File: src/design/mcr_params.svh
// Constants for the magnetometer calibration register bank.
// Assumes inclusion by the package and design files of that bank.
`ifndef MCR_PARAMS_SVH
`define MCR_PARAMS_SVH

// ****************************************************************
// Register offsets within advanced features page 0
// ****************************************************************
`define MCR_ADDR_SENS_LOW    8'hBA
`define MCR_ADDR_SENS_HIGH   8'hBB
`define MCR_ADDR_HIX_LOW     8'hC0
`define MCR_ADDR_HIX_HIGH    8'hC1
`define MCR_ADDR_HIY_LOW     8'hC2
`define MCR_ADDR_HIY_HIGH    8'hC3
`define MCR_ADDR_HIZ_LOW     8'hC4
`define MCR_ADDR_HIZ_HIGH    8'hC5
`define MCR_ADDR_C11_LOW     8'hC6
`define MCR_ADDR_C11_HIGH    8'hC7
`define MCR_ADDR_C12_LOW     8'hC8
`define MCR_ADDR_C12_HIGH    8'hC9

// ****************************************************************
// Page selection and reset values
// ****************************************************************
`define MCR_PAGE_ZERO        4'h0
`define MCR_RST_SENS_LOW     8'h24
`define MCR_RST_SENS_HIGH    8'h16
`define MCR_RST_ZERO         8'h00
`define MCR_RST_C11_HIGH     8'h3C
`define MCR_NUM_REGS         12

`endif

File: src/design/mcr_pkg.sv
// Types shared by the magnetometer calibration register bank.
// Assumes mcr_params.svh sits in the include path.
package mcr_pkg;
    `include "mcr_params.svh"

    // One calibration byte
    typedef logic [7:0]  mcr_byte_t;
    // One assembled calibration word
    typedef logic [15:0] mcr_word_t;
    // Index of a byte slot within the bank
    typedef logic [3:0]  mcr_idx_t;
endpackage

File: src/design/mcr_byte_reg.sv
// One read/write calibration byte with its own reset value.
// Assumes a synchronous active-high reset on core_clk.
`timescale 1ns/1ns
module mcr_byte_reg
    import mcr_pkg::*;
#(
    parameter mcr_byte_t RESET_VALUE = 8'h00
) (
    // Clock and reset
    input  wire logic      core_clk,
    input  wire logic      reset,
    // Write side
    input  wire logic      writeEnable,
    input  wire mcr_byte_t writeData,
    // Stored value
    output mcr_byte_t      value
);

    mcr_byte_t valueReg;

    // ****************************************************************
    // Storage
    // ****************************************************************
    // Byte keeps its value until written or reset
    always_ff @(posedge core_clk) begin
        if (reset) begin
            valueReg <= RESET_VALUE;
        end else if (writeEnable) begin
            valueReg <= writeData;
        end
    end

    assign value = valueReg;

endmodule

File: src/design/mcr_calib_regs.sv
// Magnetometer calibration register bank, advanced features page 0.
// Assumes the page access logic presents a decoded address, a page number,
// a write strobe and a read strobe, all in the core_clk domain.
//
// Overview of operation
// - A 16-bit external magnetometer sensitivity resets to 0x1624, 0.0015 gauss per LSB.
// - The sensitivity low byte sits at BAh and the high byte at BBh, which resets to 0x16.
// - The X hard-iron offset uses C0h low and C1h high, both resetting to zero.
// - The Y hard-iron offset uses C2h low and C3h high, both resetting to zero.
// - The Z hard-iron offset uses C4h low and C5h high, both resetting to zero.
// - The soft-iron coefficient 11 uses C6h low and C7h high, resetting to 0x3C00.
// - One coefficient at C8h and C9h serves both the 12 and 21 matrix positions.
// - Every calibration byte is host readable and writable and feeds the state machine.
`timescale 1ns/1ns
`include "mcr_params.svh"
module mcr_calib_regs
    import mcr_pkg::*;
(
    // Clock and reset
    input  wire logic      core_clk,
    input  wire logic      reset,
    // Page window access
    input  wire logic [3:0] pageSel,
    input  wire mcr_byte_t pageAddr,
    input  wire logic      pageWrite,
    input  wire logic      pageRead,
    input  wire mcr_byte_t pageWriteData,
    output mcr_byte_t      pageReadData,
    output logic           pageHit,
    // Values for the embedded state machine
    output mcr_word_t      extMagSensitivity,
    output mcr_word_t      hardIronOffsetX,
    output mcr_word_t      hardIronOffsetY,
    output mcr_word_t      hardIronOffsetZ,
    output mcr_word_t      softIronCoef11,
    output mcr_word_t      softIronCoef12,
    output mcr_word_t      softIronCoef21
);

    // ****************************************************************
    // Address decoding
    // ****************************************************************
    // Map a page address onto a slot; slot NUM_REGS means no hit
    function automatic mcr_idx_t slotOf(input mcr_byte_t addr);
        mcr_idx_t idx;
        idx = 4'd12;
        if (addr == `MCR_ADDR_SENS_LOW) begin
            idx = 4'd0;
        end else if (addr == `MCR_ADDR_SENS_HIGH) begin
            idx = 4'd1;
        end else if (addr == `MCR_ADDR_HIX_LOW) begin
            idx = 4'd2;
        end else if (addr == `MCR_ADDR_HIX_HIGH) begin
            idx = 4'd3;
        end else if (addr == `MCR_ADDR_HIY_LOW) begin
            idx = 4'd4;
        end else if (addr == `MCR_ADDR_HIY_HIGH) begin
            idx = 4'd5;
        end else if (addr == `MCR_ADDR_HIZ_LOW) begin
            idx = 4'd6;
        end else if (addr == `MCR_ADDR_HIZ_HIGH) begin
            idx = 4'd7;
        end else if (addr == `MCR_ADDR_C11_LOW) begin
            idx = 4'd8;
        end else if (addr == `MCR_ADDR_C11_HIGH) begin
            idx = 4'd9;
        end else if (addr == `MCR_ADDR_C12_LOW) begin
            idx = 4'd10;
        end else if (addr == `MCR_ADDR_C12_HIGH) begin
            idx = 4'd11;
        end
        return idx;
    endfunction

    // Reset value of each slot, low byte at even index
    function automatic mcr_byte_t resetOf(input int idx);
        mcr_byte_t val;
        val = `MCR_RST_ZERO;
        if (idx == 0) begin
            val = `MCR_RST_SENS_LOW;
        end else if (idx == 1) begin
            val = `MCR_RST_SENS_HIGH;
        end else if (idx == 9) begin
            val = `MCR_RST_C11_HIGH;
        end
        return val;
    endfunction

    // Only page zero reaches this bank; other pages never see a hit
    wire logic     pageZero = (pageSel == `MCR_PAGE_ZERO);
    wire mcr_idx_t slot     = slotOf(pageAddr);
    wire logic     slotHit  = pageZero && (slot != 4'd12);

    assign pageHit = slotHit;

    // ****************************************************************
    // Byte storage
    // ****************************************************************
    mcr_byte_t bytes [`MCR_NUM_REGS];

    // One byte register per slot, each with its own reset value
    for (genvar i = 0; i < `MCR_NUM_REGS; i++) begin : g_byte
        mcr_byte_reg #(
            .RESET_VALUE (resetOf(i))
        ) u_byte (
            .core_clk    (core_clk),
            .reset       (reset),
            .writeEnable (pageWrite && slotHit && (slot == mcr_idx_t'(i))),
            .writeData   (pageWriteData),
            .value       (bytes[i])
        );
    end

    // ****************************************************************
    // Read path
    // ****************************************************************
    mcr_byte_t readDataReg;
    mcr_byte_t readDataNext;

    // Unmapped addresses and other pages read as zero
    assign readDataNext = slotHit ? bytes[slot] : 8'h00;

    // Registered read data, updated on each read strobe
    always_ff @(posedge core_clk) begin
        if (reset) begin
            readDataReg <= 8'h00;
        end else if (pageRead) begin
            readDataReg <= readDataNext;
        end
    end

    assign pageReadData = readDataReg;

    // ****************************************************************
    // Word assembly for the state machine
    // ****************************************************************
    // Lower address feeds the low half
    assign extMagSensitivity = {bytes[1], bytes[0]};
    assign hardIronOffsetX   = {bytes[3], bytes[2]};
    assign hardIronOffsetY   = {bytes[5], bytes[4]};
    assign hardIronOffsetZ   = {bytes[7], bytes[6]};
    assign softIronCoef11    = {bytes[9], bytes[8]};
    // Symmetric matrix: a single store drives both off-diagonal slots
    assign softIronCoef12    = {bytes[11], bytes[10]};
    assign softIronCoef21    = softIronCoef12;

    // ****************************************************************
    // Checks
    // ****************************************************************
    property p_sensReset;
        @(posedge core_clk) $fell(reset) |-> extMagSensitivity == 16'h1624;
    endproperty
    a_sensReset: assert property (p_sensReset) else $error("sensitivity reset");

    property p_sensHighWrite;
        @(posedge core_clk) disable iff (reset)
        pageWrite && pageZero && pageAddr == 8'hBB
            |=> extMagSensitivity[15:8] == $past(pageWriteData);
    endproperty
    a_sensHighWrite: assert property (p_sensHighWrite) else $error("BB write lost");

    property p_offXWrite;
        @(posedge core_clk) disable iff (reset)
        pageWrite && pageZero && pageAddr == 8'hC0
            |=> hardIronOffsetX[7:0] == $past(pageWriteData);
    endproperty
    a_offXWrite: assert property (p_offXWrite) else $error("C0 write lost");

    property p_offYReset;
        @(posedge core_clk) $fell(reset) |-> hardIronOffsetY == 16'h0000;
    endproperty
    a_offYReset: assert property (p_offYReset) else $error("Y offset reset wrong");

    property p_offZWrite;
        @(posedge core_clk) disable iff (reset)
        pageWrite && pageZero && pageAddr == 8'hC5
            |=> hardIronOffsetZ[15:8] == $past(pageWriteData);
    endproperty
    a_offZWrite: assert property (p_offZWrite) else $error("C5 write lost");

    property p_c11Reset;
        @(posedge core_clk) $fell(reset) |-> softIronCoef11 == 16'h3C00;
    endproperty
    a_c11Reset: assert property (p_c11Reset) else $error("coef 11 reset wrong");

    property p_symmetric;
        @(posedge core_clk) disable iff (reset)
        pageWrite && pageZero && pageAddr == 8'hC9
            |=> softIronCoef21[15:8] == $past(pageWriteData) && softIronCoef12 == softIronCoef21;
    endproperty
    a_symmetric: assert property (p_symmetric) else $error("coef 21 mismatch");

    property p_readBack;
        @(posedge core_clk) disable iff (reset)
        pageWrite && pageZero && pageAddr == 8'hC2 ##1 pageRead && pageZero
            && pageAddr == 8'hC2 && !pageWrite |=> pageReadData == $past(pageWriteData, 2);
    endproperty
    a_readBack: assert property (p_readBack) else $error("read back mismatch");

    property p_otherPage;
        @(posedge core_clk) disable iff (reset)
        pageWrite && pageSel != 4'h0 |=> $stable(softIronCoef11) && $stable(hardIronOffsetX);
    endproperty
    a_otherPage: assert property (p_otherPage) else $error("write leaked");

    property p_sensLowWrite;
        @(posedge core_clk) disable iff (reset)
        pageWrite && pageZero && pageAddr == `MCR_ADDR_SENS_LOW
            |=> extMagSensitivity[7:0] == $past(pageWriteData);
    endproperty
    a_sensLowWrite: assert property (p_sensLowWrite) else $error("BA write lost");

    property p_refusedRead;
        @(posedge core_clk) disable iff (reset)
        pageRead && !pageHit |=> pageReadData == 8'h00;
    endproperty
    a_refusedRead: assert property (p_refusedRead) else $error("refused read");

    // Read data must stand between strobes, the host samples it late
    property p_readStands;
        @(posedge core_clk) disable iff (reset)
        !pageRead |=> $stable(pageReadData);
    endproperty
    a_readStands: assert property (p_readStands) else $error("read data moved");

endmodule

File: config.mk
export PLATFORM = sky130hd
export DESIGN_NAME = mcr_calib_regs
export DESIGN_NICKNAME = d
export VERILOG_FILES = /design/src/design/mcr_pkg.sv /design/src/design/mcr_byte_reg.sv /design/src/design/mcr_calib_regs.sv
export VERILOG_INCLUDE_DIRS = /design/src /design/src/design
export SDC_FILE = /design/constraint.sdc
export NUM_CORES = 1
export LEC_CHECK = 0
export BUFFER_PORTS_ARGS = -buffer_cell sky130_fd_sc_hd__buf_2
export CAP_MARGIN = 10
export CORE_AREA = 2 2 151 79
export DETAILED_ROUTE_END_ITERATION = 7
export DIE_AREA = 0 0 153 81
export PLACE_DENSITY = 0.84
export SLEW_MARGIN = 10
export SYNTH_ARGS = -nofsm -noshare
export SYNTH_HDL_FRONTEND = slang
export SYNTH_SLANG_ARGS = --single-unit
export TNS_END_PERCENT = 30
File: constraint.sdc
create_clock -name core_clk -period 2 [get_ports core_clk]
set_input_delay 0.3 -clock core_clk [delete_from_list [all_inputs] [get_ports core_clk]]
set_output_delay 0.3 -clock core_clk [all_outputs]
set_load 0.01 [all_outputs]
-- Word level (Yosys, flattened, before mapping)
Index checks and enable logic that the tools add are counted.
Widths: inputs -> output; s select.
- register bits: 104
- input port bits: 24
- output and inout port bits: 121
- word-level logic and storage cells: 71
- $lt $le $gt $ge: 1
- equal/unequal tests: 24
- muxes and demuxes: 16
- bitwise operators: 1
- reduce and logical (&&, ||, !) cells: 16
- operators by type and width (cell ; number):
    $eq 8x8->1 const B ; 12
    $bmux 8 s4 ; 1
    $mux 4 ; 8
    $mux 8 ; 3
    $eq 4x3->1 const B ; 4
    $eq 4x4->1 const B ; 4
    $logic_and 1x1->1 ; 14
    $mux 3 ; 4
    $eq 4x2->1 const B ; 2
    $logic_not 4->1 ; 2
    $ge 5x5->1 const B ; 1
    $not 4->5 ; 1
    $eq 4x1->1 const B ; 1
    $ne 4x4->1 const B ; 1

-- Depth between registers and ports, before layout
Gate-level depths: netlist of the first run.
- depth after elaboration: 18
- gate-level depth with buffers: 9
- mapped depth without buffers: 6

-- Hierarchy
From an unflattened synthesis of the first run, not the netlist that was laid out.
- cell total of the unflattened synthesis: 610
- area, all modules: 5381.4 sq um
- by module, submodules not included (module ; instances ; cells an instance ; area each (sq um) ; sequential area each (sq um)):
    mcr_byte_reg at g_byte[10].u_byte ... ; 9 ; 26 ; 285.3 ; 160.2
    mcr_calib_regs ; 1 ; 298 ; 1928.1 ; 160.2
    mcr_byte_reg at g_byte[1].u_byte ... ; 2 ; 26 ; 296.5 ; 160.2
    mcr_byte_reg at g_byte[0].u_byte ; 1 ; 26 ; 292.8 ; 160.2

-- Worst setup path after synthesis of the first run
No wires, ideal clock.
- path type: input-to-reg
- start point: input port pageAddr[1]
- end point: register g_byte[11].u_byte.valueReg[2]
- library setup time: 128 ps
- data arrival time: 1983 ps
- data required time: 1872 ps
- path slack: -110 ps
- stages on the path: 8
- buffers on the path: 2
- path through: buf_2 > inv_2 > o32ai_2 > or4b_1 > buf_6 > nor2_8 > mux2i_1 > nor2_1
- longest elaborated chain between the ends: 17
- elaborated cells between the ends (all ways): 29
- classes of those cells: 14 x eq/ne; 12 x mux; 3 x reduce/logical
- ends and longest elaborated chain (element ; line ; RTL):
    start, declared ; mcr_calib_regs.sv:24 ; input wire mcr_byte_t pageAddr,
    $eq 8x8->1 (no line) ; - ;
    $mux 3 ; mcr_calib_regs.sv:69 ; end else if (addr == `MCR_ADDR_C12_HIGH) begin
    $mux 3 ; mcr_calib_regs.sv:67 ; end else if (addr == `MCR_ADDR_C12_LOW) begin
    $mux 3 ; mcr_calib_regs.sv:65 ; end else if (addr == `MCR_ADDR_C11_HIGH) begin
    $mux 3 ; mcr_calib_regs.sv:63 ; end else if (addr == `MCR_ADDR_C11_LOW) begin
    $mux 4 ; mcr_calib_regs.sv:61 ; end else if (addr == `MCR_ADDR_HIZ_HIGH) begin
    $mux 4 ; mcr_calib_regs.sv:59 ; end else if (addr == `MCR_ADDR_HIZ_LOW) begin
    $mux 4 ; mcr_calib_regs.sv:57 ; end else if (addr == `MCR_ADDR_HIY_HIGH) begin
    $mux 4 ; mcr_calib_regs.sv:55 ; end else if (addr == `MCR_ADDR_HIY_LOW) begin
    $mux 4 ; mcr_calib_regs.sv:53 ; end else if (addr == `MCR_ADDR_HIX_HIGH) begin
    $mux 4 ; mcr_calib_regs.sv:51 ; end else if (addr == `MCR_ADDR_HIX_LOW) begin
    $mux 4 ; mcr_calib_regs.sv:49 ; end else if (addr == `MCR_ADDR_SENS_HIGH) begin
    $mux 4 * ; mcr_calib_regs.sv:47 ; if (addr == `MCR_ADDR_SENS_LOW) begin
    $ne 4x4->1 ; mcr_calib_regs.sv:92 ; wire logic slotHit = pageZero && (slot != 4'd12);
    $logic_and 1x1->1 ; mcr_calib_regs.sv:92 ;
    $logic_and 1x1->1 ; mcr_calib_regs.sv:108 ; .writeEnable (pageWrite && slotHit && (slot == mcr_idx_t'(i))),
    $logic_and 1x1->1 * ; mcr_calib_regs.sv:108 ;
    end signal, assigned ; mcr_byte_reg.sv:29 ; valueReg <= writeData;
    end, declared ; mcr_byte_reg.sv:19 ; mcr_byte_t valueReg;
Mark *: on every way between the ends. The rest lies on a longest branch, timed or not.
A chain may end at the register's enable or synchronous reset.

-- Worst setup path after layout of the first run
- start point: input port pageAddr[7]
- end point: register readDataReg[2], in the netlist pageReadData[2]
- longest elaborated chain between the ends: 18
- elaborated cells between the ends (all ways): 31
- classes of those cells: 13 x eq/ne; 16 x mux; 1 x bitwise; 1 x reduce/logical
- ends and longest elaborated chain (element ; line ; RTL):
    $eq 8x8->1 (no line) ; - ;
    $mux 3 ; mcr_calib_regs.sv:69 ;
    $mux 3 ; mcr_calib_regs.sv:67 ;
    $mux 3 ; mcr_calib_regs.sv:65 ;
    $mux 3 ; mcr_calib_regs.sv:63 ;
    $mux 4 ; mcr_calib_regs.sv:61 ;
    $mux 4 ; mcr_calib_regs.sv:59 ;
    $mux 4 ; mcr_calib_regs.sv:57 ;
    $mux 4 ; mcr_calib_regs.sv:55 ;
    $mux 4 ; mcr_calib_regs.sv:53 ;
    $mux 4 ; mcr_calib_regs.sv:51 ;
    $mux 4 ; mcr_calib_regs.sv:49 ;
    $mux 4 * ; mcr_calib_regs.sv:47 ;
    $not 4->5 (implied by the code) ; mcr_calib_regs.sv:121 ; assign readDataNext = slotHit ? bytes[slot] : 8'h00;
    $bmux 8 s4 ; mcr_calib_regs.sv:121 ;
    $mux 8 (implied by the code) (2 in series) ; mcr_calib_regs.sv:121 ;
    $mux 8 * ; mcr_calib_regs.sv:121 ;
    end signal, assigned ; mcr_calib_regs.sv:128 ; readDataReg <= readDataNext;
    end, declared ; mcr_calib_regs.sv:117 ; mcr_byte_t readDataReg;
Mark *: on every way between the ends. The rest lies on a longest branch, timed or not. The select of a mux whose other input is x is not followed.

==> flow_summary.yaml, run 1 <==
critical_path:
  cp_max_delay_cell: "sky130_fd_sc_hd__a211oi_1"
  crit_cells: 9
  chain_of_cells_forming_the_critical_path: "buf_2, buf_4, and4bb_2, buf_4, nand2_1, o22a_1, o21ai_0, a211oi_1, a22o_1"
  worstPathRequired_ns: 2.30
  critPathArrivalTime_ns: 2.28
  setup_slack_reg_to_reg_ns: 0.31
  worst-path-max-fanout: 6
  worstRegToRegCells: 6
  r2r_end: "pageReadData[1]"
  critical-path-top-delay-family: "compound AO/OA/AOI/OAI gates"
  critPathCapture: "pageReadData[2]"
  worstReg2RegStart: "g_byte[11].u_byte.value[1]"
  cp_slowest_stage_delay_ns: 0.36
  worstSetupPathType: "input port to register"
  startpoint_type: "input port"
  worst_setup_path_startpoint: "pageAddr[7]"
  endpoint_kind: "register"
  timing.critical_path.mode_cell: "sky130_fd_sc_hd__buf_4"
  cp_num_buf_inv: 3
sta:
  report.final.setup_viol: 0
  pin_slew_with_the_least_headroom_to_its_limit_ns: 0.551
  final.setup.tns_ns: 0
  slew_headroom_pct: 63.1
  worst_clk_skew_ns: 0.00585
  final_period_minus_worst_setup_slack_ns: 1.98
  timing.final.crit_share_pct: 99.2
  timing.final.max_slew_violations: 0
  max_freq_mhz: 504
  timing_hold_violations_final: 0
  rsz_0062_raised_after_global_routing: "true"
synth:
  synth-async-reset-ratio_pct: 0
  synth.yosys.seq_area_share_pct: 40.7
  synth.largest_area_cell: "sky130_fd_sc_hd__dfxtp_1"
  yosysWarnings: 0
  synth_enable_flop_cells: 0
  synth_top_area_share_pct: 40.7
  yosys-top-cells-area: "sky130_fd_sc_hd__dfxtp_1, sky130_fd_sc_hd__mux2i_1, sky130_fd_sc_hd__nand2_1"
  synth_flop_cell: "sky130_fd_sc_hd__dfxtp_1"
  netlist-cell-type-count: 66
  syn-num-nets: 651
  syn_avg_cell_area_um2: 8.16
  syn_area_um2: 5120
  postSynthCellCount: 627
  ys_ff_latch: 104
cts:
  clk_transition_reported_paths_ns: 0.07
  clock_tree.root_cell: "sky130_fd_sc_hd__clkbuf_16"
  clock_path_buffers: 2
  worst_skew_pair.late_latency_ns: 0.35
  cts.sinks: 104
  post_cts_buffers: 0
  tritoncts: "yes"
  tritoncts.num_buffers: 9
  h_tree_lvl_count: 3
cells_and_area:
  final_nets: 821
  drive_gt1_share_pct: 32.7
  finalNonFillerCells: 952
  insertedDiodeCount: 0
  layout_common_cells: "sky130_fd_sc_hd__buf_2, sky130_fd_sc_hd__nand2_1, sky130_fd_sc_hd__dfxtp_1, sky130_fd_sc_hd__a21oi_1, sky130_fd_sc_hd__buf_4"
  layout.cells.most_common: "sky130_fd_sc_hd__buf_2"
  layout-area-overhead-vs-synth_pct: 31.9
floorplan:
  floorplan.io_pins: 145
  placementRows: 28
  die_area_um2: 12400
  start_util_pct: 45.2
  die_ht_um: 81
  core_region_area_um2: 11300
  floorplan.die.width_um: 153
global_route:
  number_of_global_route_vias_before_repair: 4910
  grtUsageTotal_pct: 31.4
  grt_pass1_wl_mm: 29.2
  antenna_found_initial: 0
  grt_max_degree: 48
  global_route_congestion_overflow_total: 0
power_and_ir_drop:
  leakage_nw: 2.84
  vdd.ir_drop.worst_v: 0.000362
  power_density_nw_per_um2: 671
routing:
  routed_wl_mm: 19.5
  drt-pass1-iter-count: 5
  detail_route.iter0.violations: 726
  post_drt_wl_per_cell_um: 20.4
  drc: 0
  drt.antenna.violating_nets: 0
  routed-via-count: 5588
  viasPerCell: 5.87
placed_design:
  gp_congestion: 1.05
  dp_cells: 936
  hpwl_mm: 14.5
  io_buffer_count: 144
min_path:
  hp-class: "input port to register"
outcome:
  run_status: "finished, final reports clean"
flow_run:
  max_cap_viol_count: 0
-- power breakdown --
group	leakage, nW	internal (mW)	switching, mW
logic	1.83	0.116	0.218
clock network	0.179	1.33	0.793
registers	0.838	2.07	0.0000194
total	2.84	3.51	1.01
-- metrics by stage --
step	hold WS (ns)	area [um^2]	utilization [%]	power [mW]	setup WS [ns]
after floorplan	0.447	5140	-	2.28	-0.0251
after global placement	0.454	6350	56.1	2.43	-0.319
after detailed placement	0.462	6350	56.1	2.43	-0.335
after CTS	0.301	6720	59.3	4.52	0.0189
after global routing	0.320	6750	59.6	4.64	-0.0239
final	0.312	6750	59.6	4.53	0.0168
-- layer usage --
metal  up-vias  track usage [%]  wire length, um
met3        27             10.7             3110
li1       2517                -                -
met4         0             6.48              204
met5         -                0                0
met1      2629             47.9             8880
met2       415             41.8             7260
-- worst min-delay path by stage --
stage | from | end | slack (ns) | cells after the start
4_1_cts | reset | g_byte[10].u_byte.value[4] | 0.30 | 2
2_1_floorplan | pageWriteData[7] | g_byte[10].u_byte.value[7] | 0.45 | 2
3_3_place_gp | g_byte[3].u_byte.value[0] | g_byte[3].u_byte.value[0] | 0.45 | 2
6_report | reset | g_byte[10].u_byte.value[7] | 0.31 | 2
5_1_grt | reset | g_byte[10].u_byte.value[7] | 0.32 | 2
3_5_place_dp | g_byte[2].u_byte.value[3] | g_byte[2].u_byte.value[3] | 0.46 | 2
-- flip-flops by register name, indices dropped and copies added (netlist names) --
name,flops
pageReadData,8
g_byte.u_byte.value,96
-- worst register-to-register path, delay by kind of cell, from the launching register on --
family,cells,cell delay [ns]
compound gates,4,0.75
simple gates,1,0.37
flops,1,0.41
mux,1,0.12
-- logic make-up (layout without fill, tap and decap cells) --
group	count (synthesis)	after routing	share of synthesized area [%]
compound gates	146	146	17.9
xor+xnor	1	1	0.171
buf+inv	62	237	6.26
flops	104	104	40.7
mux	52	52	10.2
simple gates	262	262	24.8
-- cell type report --
| cell class | count | area (um^2) |
|---|---|---|
| clock buffers | 12 | 267 |
| flip-flops and latches | 104 | 2080 |
| repair buffers | 217 | 1330 |
| clock inverters | 4 | 98.8 |
| inverters | 4 | 15.0 |
| well taps | 150 | 188 |
| fillers | 1019 | 4570 |
| multi-input cells | 461 | 2770 |
-- synthesized netlist by cell type (all sizes together), types with 2 or more instances --
master and count:
a211oi 3, nor3b 2, o2111ai 3, o22ai 5, nor2b 5, a2bb2oi 3, o21ai 22, nor2 62
a22oi 3, a31oi 4, dfxtp 104, or3 3, and4 2, mux2i 50, o22a 3, o2bb2ai 2
nor3 22, a41oi 2, and3b 2, a22o 3, nand3b 3, nand3 6, a32o 2, nand2b 7
and2 4, mux2 2, or2 5, inv 4, buf 28, nor4 3, o21a 5, o221ai 4
a21oi 69, clkbuf 30, and4b 2, nand2 129
-- timing repair --
item / in CTS / in global routing
resized for setup: 0 / 5
hold buffers: 0 / 0
endpoints found under the hold margin: 0 / 0
setup endpoints to repair: 0 / 31
No activity file was read; power rests on OpenSTA's default activity.
==> inputs of run 2 (changes only) <==
--- a/config.mk
+++ b/config.mk
@@ -8,10 +8,13 @@
 export LEC_CHECK = 0
 export BUFFER_PORTS_ARGS = -buffer_cell sky130_fd_sc_hd__buf_2
 export CAP_MARGIN = 10
-export CORE_AREA = 2 2 151 79
+export CELL_PAD_IN_SITES_DETAIL_PLACEMENT = 1
+export CELL_PAD_IN_SITES_GLOBAL_PLACEMENT = 1
+export CORE_AREA = 2 2 177 92
 export DETAILED_ROUTE_END_ITERATION = 7
-export DIE_AREA = 0 0 153 81
+export DIE_AREA = 0 0 179 94
 export PLACE_DENSITY = 0.84
+export RECOVER_POWER = 100
 export SLEW_MARGIN = 10
 export SYNTH_ARGS = -nofsm -noshare
 export SYNTH_HDL_FRONTEND = slang
==> run 2 against run 1 <==
  * The run now ends with setup timing left
  * Largest cell class unchanged
  * Maximum frequency fell by 2.0%
  * Global-route usage is 5.1 points lower
  * Highest routed layer unchanged
  * Via count is 2.5% higher
  * Core utilization shrank 15 points
  * Critical path depth fell by 1
==> flow_summary.yaml, run 2 (synthesized netlist as in run 1, its figures left out) <==
power_and_ir_drop:
  design_power_total_mw: 4.35
  power_density_nw_per_um2: 644
  leakage_nw: 2.40
  vdd.ir_drop.worst_v: 0.000440
floorplan:
  die_area_um2: 16800
  die_ht_um: 94
  placementRows: 32
  floorplan.io_pins: 145
  start_util_pct: 33.7
  core_region_area_um2: 15200
  floorplan.die.width_um: 179
placed_design:
  place_worst_setup_slack_ns: -0.365
  io_buffer_count: 144
  gp_congestion: 0.909
  place_area_um2: 6480
  hpwl_mm: 16.3
global_route:
  grt_pass1_wl_mm: 33.0
  antenna_found_initial: 0
  grtUsageTotal_pct: 26.3
  grt_max_degree: 41
  global_route_congestion_overflow_total: 0
  number_of_global_route_vias_before_repair: 5777
cells_and_area:
  fin_area_um2: 6750
  layout-area-overhead-vs-synth_pct: 31.9
  fillers: 1929
  drive_gt1_share_pct: 19.6
  layout.cells.most_common: "sky130_fd_sc_hd__nand2_1"
  largest_reg_flops: 96
  insertedDiodeCount: 0
  layout_common_cells: "sky130_fd_sc_hd__nand2_1, sky130_fd_sc_hd__clkbuf_1, sky130_fd_sc_hd__dfxtp_1, sky130_fd_sc_hd__buf_4, sky130_fd_sc_hd__a21oi_1"
  final_nets: 838
min_path:
  hp-class: "input port to register"
cts:
  clk_transition_reported_paths_ns: 0.07
  tritoncts.num_buffers: 9
  hold_fix_buffers_at_cts: 0
  cts.sinks: 104
  worst_skew_pair.late_latency_ns: 0.36
  tritoncts: "yes"
  h_tree_lvl_count: 3
  clock_path_buffers: 2
  clock_tree.root_cell: "sky130_fd_sc_hd__clkbuf_16"
critical_path:
  worstReg2RegStart: "g_byte[11].u_byte.value[1]"
  critPathCapture: "g_byte[8].u_byte.value[2]"
  r2r_end: "pageReadData[1]"
  worst-path-max-fanout: 8
  worstRegToRegCells: 7
  startpoint_type: "input port"
  chain_of_cells_forming_the_critical_path: "buf_8, nand3b_1, o32ai_4, or4b_4, buf_12, nor2_8, mux2i_2, nor2_1"
  cp_num_buf_inv: 2
  crit_cells: 8
  worst_setup_path_startpoint: "pageAddr[2]"
  critPathArrivalTime_ns: 2.26
  critical-path-top-delay-family: "simple AND/OR/NAND/NOR gates"
  worstSetupPathType: "input port to register"
  cp_max_delay_cell: "sky130_fd_sc_hd__or4b_4"
  endpoint_kind: "register"
  cp_slowest_stage_delay_ns: 0.58
  worstPathRequired_ns: 2.24
  setup_slack_reg_to_reg_ns: 0.31
sta:
  final.hold.worst_slack_ns: 0.353
  setup_ws_ns: -0.0239
  rsz_0062_raised_after_global_routing: "true"
  timing_hold_violations_final: 0
  final.setup.tns_ns: -0.0334
  slew_headroom_pct: 62.7
  timing.final.max_slew_violations: 0
  pin_slew_with_the_least_headroom_to_its_limit_ns: 0.558
  timing.final.crit_share_pct: 101
  max_freq_mhz: 494
  final_period_minus_worst_setup_slack_ns: 2.02
  worst_clk_skew_ns: 0.00628
  report.final.setup_viol: 5
routing:
  routed_wl_mm: 23.1
  post_drt_wl_per_cell_um: 22.6
  drt.antenna.violating_nets: 0
  drc: 0
  routed-via-count: 5727
  detail_route.iter0.violations: 605
  wl_met2_mm: 10.8
  drt-met1-wl_mm: 9.93
  viasPerCell: 5.60
  routed-wl-met3_mm: 1.49
  drt-pass1-iter-count: 5
  highest_layer: "met4"
outcome:
  violated_checks: "setup timing"
  run_status: "complete, but fails checks"
flow_run:
  max_cap_viol_count: 0
-- run 2: final cells by class --
type | instances | area [um^2] | share of cell area [%]
multi-input cells | 461 | 2780 | 41.2
flip-flops and latches | 104 | 2080 | 30.8
repair buffers | 234 | 1310 | 19.3
well taps | 204 | 255 | 3.78
clock buffers | 10 | 229 | 3.39
clock inverters | 5 | 81.3 | 1.21
inverters | 4 | 15.0 | 0.222
-- run 2: worst min-delay path by stage --
stage | startpoint | to | slack (ns) | cells past startpoint
floorplan | pageWriteData[7] | g_byte[10].u_byte.value[7] | 0.45 | 2
global placement | g_byte[3].u_byte.value[6] | g_byte[3].u_byte.value[6] | 0.45 | 2
detailed placement | g_byte[2].u_byte.value[2] | g_byte[2].u_byte.value[2] | 0.46 | 2
CTS | pageRead | pageReadData[5] | 0.34 | 3
global route | pageWriteData[3] | g_byte[4].u_byte.value[3] | 0.37 | 3
finish | pageRead | pageReadData[5] | 0.35 | 3
-- run 2: metrics by stage --
step	utilization (%)	cells
floorplan	-	627
global placement	42.7	1003
detailed placement	42.7	1003
CTS	45.0	1021
global route	44.5	1022
finish	44.5	1022
-- run 2: repair_timing --
| item | CTS | global route |
|---|---|---|
| pin swaps | 1 | 6 |
| endpoints found under the setup margin | 8 | 62 |
| buffers inserted | 3 | 1 |
| gates resized for setup | 2 | 19 |
-- run 2: power by group --
group,switching [mW],internal (mW)
logic,0.231,0.124
registers,0.0000209,2.07
clock network,0.830,1.09
total,1.06,3.29
-- run 2: worst reg2reg max path, cell delays in order, from the launching register on --
cell and delay, ns:
sky130_fd_sc_hd__dfxtp_1 0.33, sky130_fd_sc_hd__mux2i_1 0.21, sky130_fd_sc_hd__o21a_1 0.13, sky130_fd_sc_hd__o21ai_0 0.07, sky130_fd_sc_hd__a222oi_1 0.38, sky130_fd_sc_hd__buf_4 0.22
sky130_fd_sc_hd__nor4_1 0.06, sky130_fd_sc_hd__a22o_1 0.18
-- run 2: metal layers --
layer  vias to the layer above  GRT usage, %
met1                      2862          33.1
met3                        69          5.78
met2                       247          44.1
li1                       2549             -
met4                         0          9.96
met5                         -             0
==> inputs of run 3 (changes only) <==
--- a/config.mk
+++ b/config.mk
@@ -10,10 +10,10 @@
 export CAP_MARGIN = 10
 export CELL_PAD_IN_SITES_DETAIL_PLACEMENT = 1
 export CELL_PAD_IN_SITES_GLOBAL_PLACEMENT = 1
-export CORE_AREA = 2 2 177 92
+export CORE_AREA = 2 2 168 88
 export DETAILED_ROUTE_END_ITERATION = 7
-export DIE_AREA = 0 0 179 94
-export PLACE_DENSITY = 0.84
+export DIE_AREA = 0 0 170 90
+export PLACE_DENSITY = 0.88
 export RECOVER_POWER = 100
 export SLEW_MARGIN = 10
 export SYNTH_ARGS = -nofsm -noshare
==> constraint.sdc (replaced) <==
create_clock -name core_clk -period 1.9 [get_ports core_clk]
set_input_delay 0.285 -clock core_clk [delete_from_list [all_inputs] [get_ports core_clk]]
set_output_delay 0.285 -clock core_clk [all_outputs]
set_load 0.01 [all_outputs]
==> run 3 against run 2 <==
  * The run still ends with setup timing left
  * Sequential share of layout area grew 0.13 points
  * Final cell count down 2.6%
  * Sequential power rose by 5%
  * Critical path type unchanged
==> flow_summary.yaml, run 3 (synthesized netlist as in run 1, its figures left out) <==
outcome:
  run_status: "complete, but fails checks"
  violated_checks: "setup timing"
critical_path:
  critPathArrivalTime_ns: 2.20
  worstReg2RegStart: "g_byte[11].u_byte.value[1]"
  worst-path-max-fanout: 8
  endpoint_kind: "register"
  worstPathRequired_ns: 2.14
  cp_slowest_stage_delay_ns: 0.69
  worstRegToRegCells: 6
  r2r_end: "pageReadData[1]"
  startpoint_type: "input port"
  worstSetupPathType: "input port to register"
  timing.critical_path.mode_cell: "sky130_fd_sc_hd__buf_6"
  chain_of_cells_forming_the_critical_path: "buf_6, buf_6, and4bb_2, o21ai_2, or4b_4, nor2_8, mux2i_2, nor2_1"
  cp_max_delay_cell: "sky130_fd_sc_hd__or4b_4"
  setup_slack_reg_to_reg_ns: 0.18
routing:
  routed-via-count: 5706
  routed_wl_mm: 22.4
  drt-pass1-iter-count: 5
  drc: 0
  detail_route.iter0.violations: 628
  viasPerCell: 5.73
  drt.antenna.violating_nets: 0
  post_drt_wl_per_cell_um: 22.5
cts:
  worst_skew_pair.late_latency_ns: 0.36
  clock_path_buffers: 2
  cts.sinks: 104
  h_tree_lvl_count: 3
  tritoncts.num_buffers: 9
  tritoncts: "yes"
  clock_tree.root_cell: "sky130_fd_sc_hd__clkbuf_16"
  clk_transition_reported_paths_ns: 0.08
  hold_fix_buffers_at_cts: 0
sta:
  worst_clk_skew_ns: 0.00711
  pin_slew_with_the_least_headroom_to_its_limit_ns: 0.629
  rsz_0062_raised_after_global_routing: "true"
  max_freq_mhz: 511
  timing.final.crit_share_pct: 103
  timing.final.max_slew_violations: 0
  slew_headroom_pct: 58.1
  setup_ws_ns: -0.0566
  final_period_minus_worst_setup_slack_ns: 1.96
  report.final.setup_viol: 15
  timing_hold_violations_final: 0
power_and_ir_drop:
  vdd.ir_drop.worst_v: 0.000436
  leakage_nw: 2.38
  power_density_nw_per_um2: 689
cells_and_area:
  fillers: 1779
  layout.cells.most_common: "sky130_fd_sc_hd__nand2_1"
  insertedDiodeCount: 0
  layout-area-overhead-vs-synth_pct: 31.3
  final_nets: 833
  drive_gt1_share_pct: 19.5
  layout_common_cells: "sky130_fd_sc_hd__nand2_1, sky130_fd_sc_hd__clkbuf_1, sky130_fd_sc_hd__dfxtp_1, sky130_fd_sc_hd__buf_4, sky130_fd_sc_hd__a21oi_1"
  layout.core_utilization_pct: 48.1
  largest_reg_flops: 96
min_path:
  min_to: "g_byte[10].u_byte.value[7]"
  hp-class: "input port to register"
  hold_start: "reset"
  worst_hold_path.num_cells: 2
floorplan:
  core_region_area_um2: 14000
  floorplan.io_pins: 145
  floorplan.die.width_um: 170
  placementRows: 31
  start_util_pct: 36.7
  die_ht_um: 90
  die_area_um2: 15300
placed_design:
  gp_congestion: 0.924
  io_buffer_count: 144
  place_worst_setup_slack_ns: -0.445
  hpwl_mm: 16.6
global_route:
  global_route_congestion_overflow_total: 0
  grt_max_degree: 59
  number_of_global_route_vias_before_repair: 5512
  antenna_found_initial: 0
  grtUsageTotal_pct: 28.9
  grt_pass1_wl_mm: 33.3
flow_run:
  max_cap_viol_count: 0
run 3: changes by cell type in the layout (fill, tap and decap cells not counted), sizes merged:
cell	delta
clkbuf	-2
clkinv	+1
clkinvlp	-1
inv	+2
buf	-4
run 3: metrics by stage:
step	instance area [um^2]	std cells	TNS [ns]	power (mW)	hold slack (ns)
final	6720	995	-0.380	4.63	0.288
after global routing	6720	995	-2.69	4.74	0.300
after CTS	6790	991	-0.129	4.62	0.289
after detailed placement	6390	971	-34.20	2.56	0.461
after global placement	6390	971	-27.40	2.55	0.443
after floorplan	5140	627	-4.52	2.40	0.432
run 3: cell type report:
class / count / area, um^2 / share of cell area (%)
clock inverters: 7 / 100 / 1.49
multi-input cells: 461 / 2780 / 41.4
flip-flops and latches: 104 / 2080 / 31.0
clock buffers: 9 / 225 / 3.35
inverters: 4 / 15.0 / 0.223
well taps: 181 / 226 / 3.37
repair buffers: 229 / 1290 / 19.2
run 3: timing repair:
item                                    4_1_cts  5_1_grt
buffers inserted                              4        4
pin swaps                                     4        8
endpoints found under the setup margin       46       71
hold endpoints to repair                      0        0
resized for setup                            11       14
run 3: power breakdown:
group / switching (mW) / internal (mW)
sequential: 0.0000244 / 2.18
clock: 0.917 / 1.17
combinational: 0.232 / 0.131
total: 1.15 / 3.48
run 3: layer usage:
metal,routed length (um),track usage [%]
met1,10500,41.8
met2,9280,42.6
met3,2380,9.38
met4,192,3.99
met5,0,0
run 3: worst max-delay path, delay by kind of cell:
family                 cells  cell delay, ns
multiplexers               1            0.24
AO/OA/AOI/OAI              1            0.08
AND/OR/NAND/NOR            4            1.38
buffers and inverters      2            0.21
run 3: worst max path at each step:
stage | from | endpoint | slack (ns) | cells past startpoint
finish | pageAddr[5] | g_byte[8].u_byte.value[4] | -0.06 | 8
global route | pageAddr[4] | g_byte[8].u_byte.value[5] | -0.12 | 8
CTS | pageAddr[6] | g_byte[11].u_byte.value[4] | -0.05 | 7
detailed placement | pageAddr[6] | g_byte[3].u_byte.value[4] | -0.45 | 9
global placement | pageAddr[6] | g_byte[3].u_byte.value[0] | -0.39 | 9
floorplan | pageAddr[6] | g_byte[8].u_byte.value[5] | -0.11 | 7
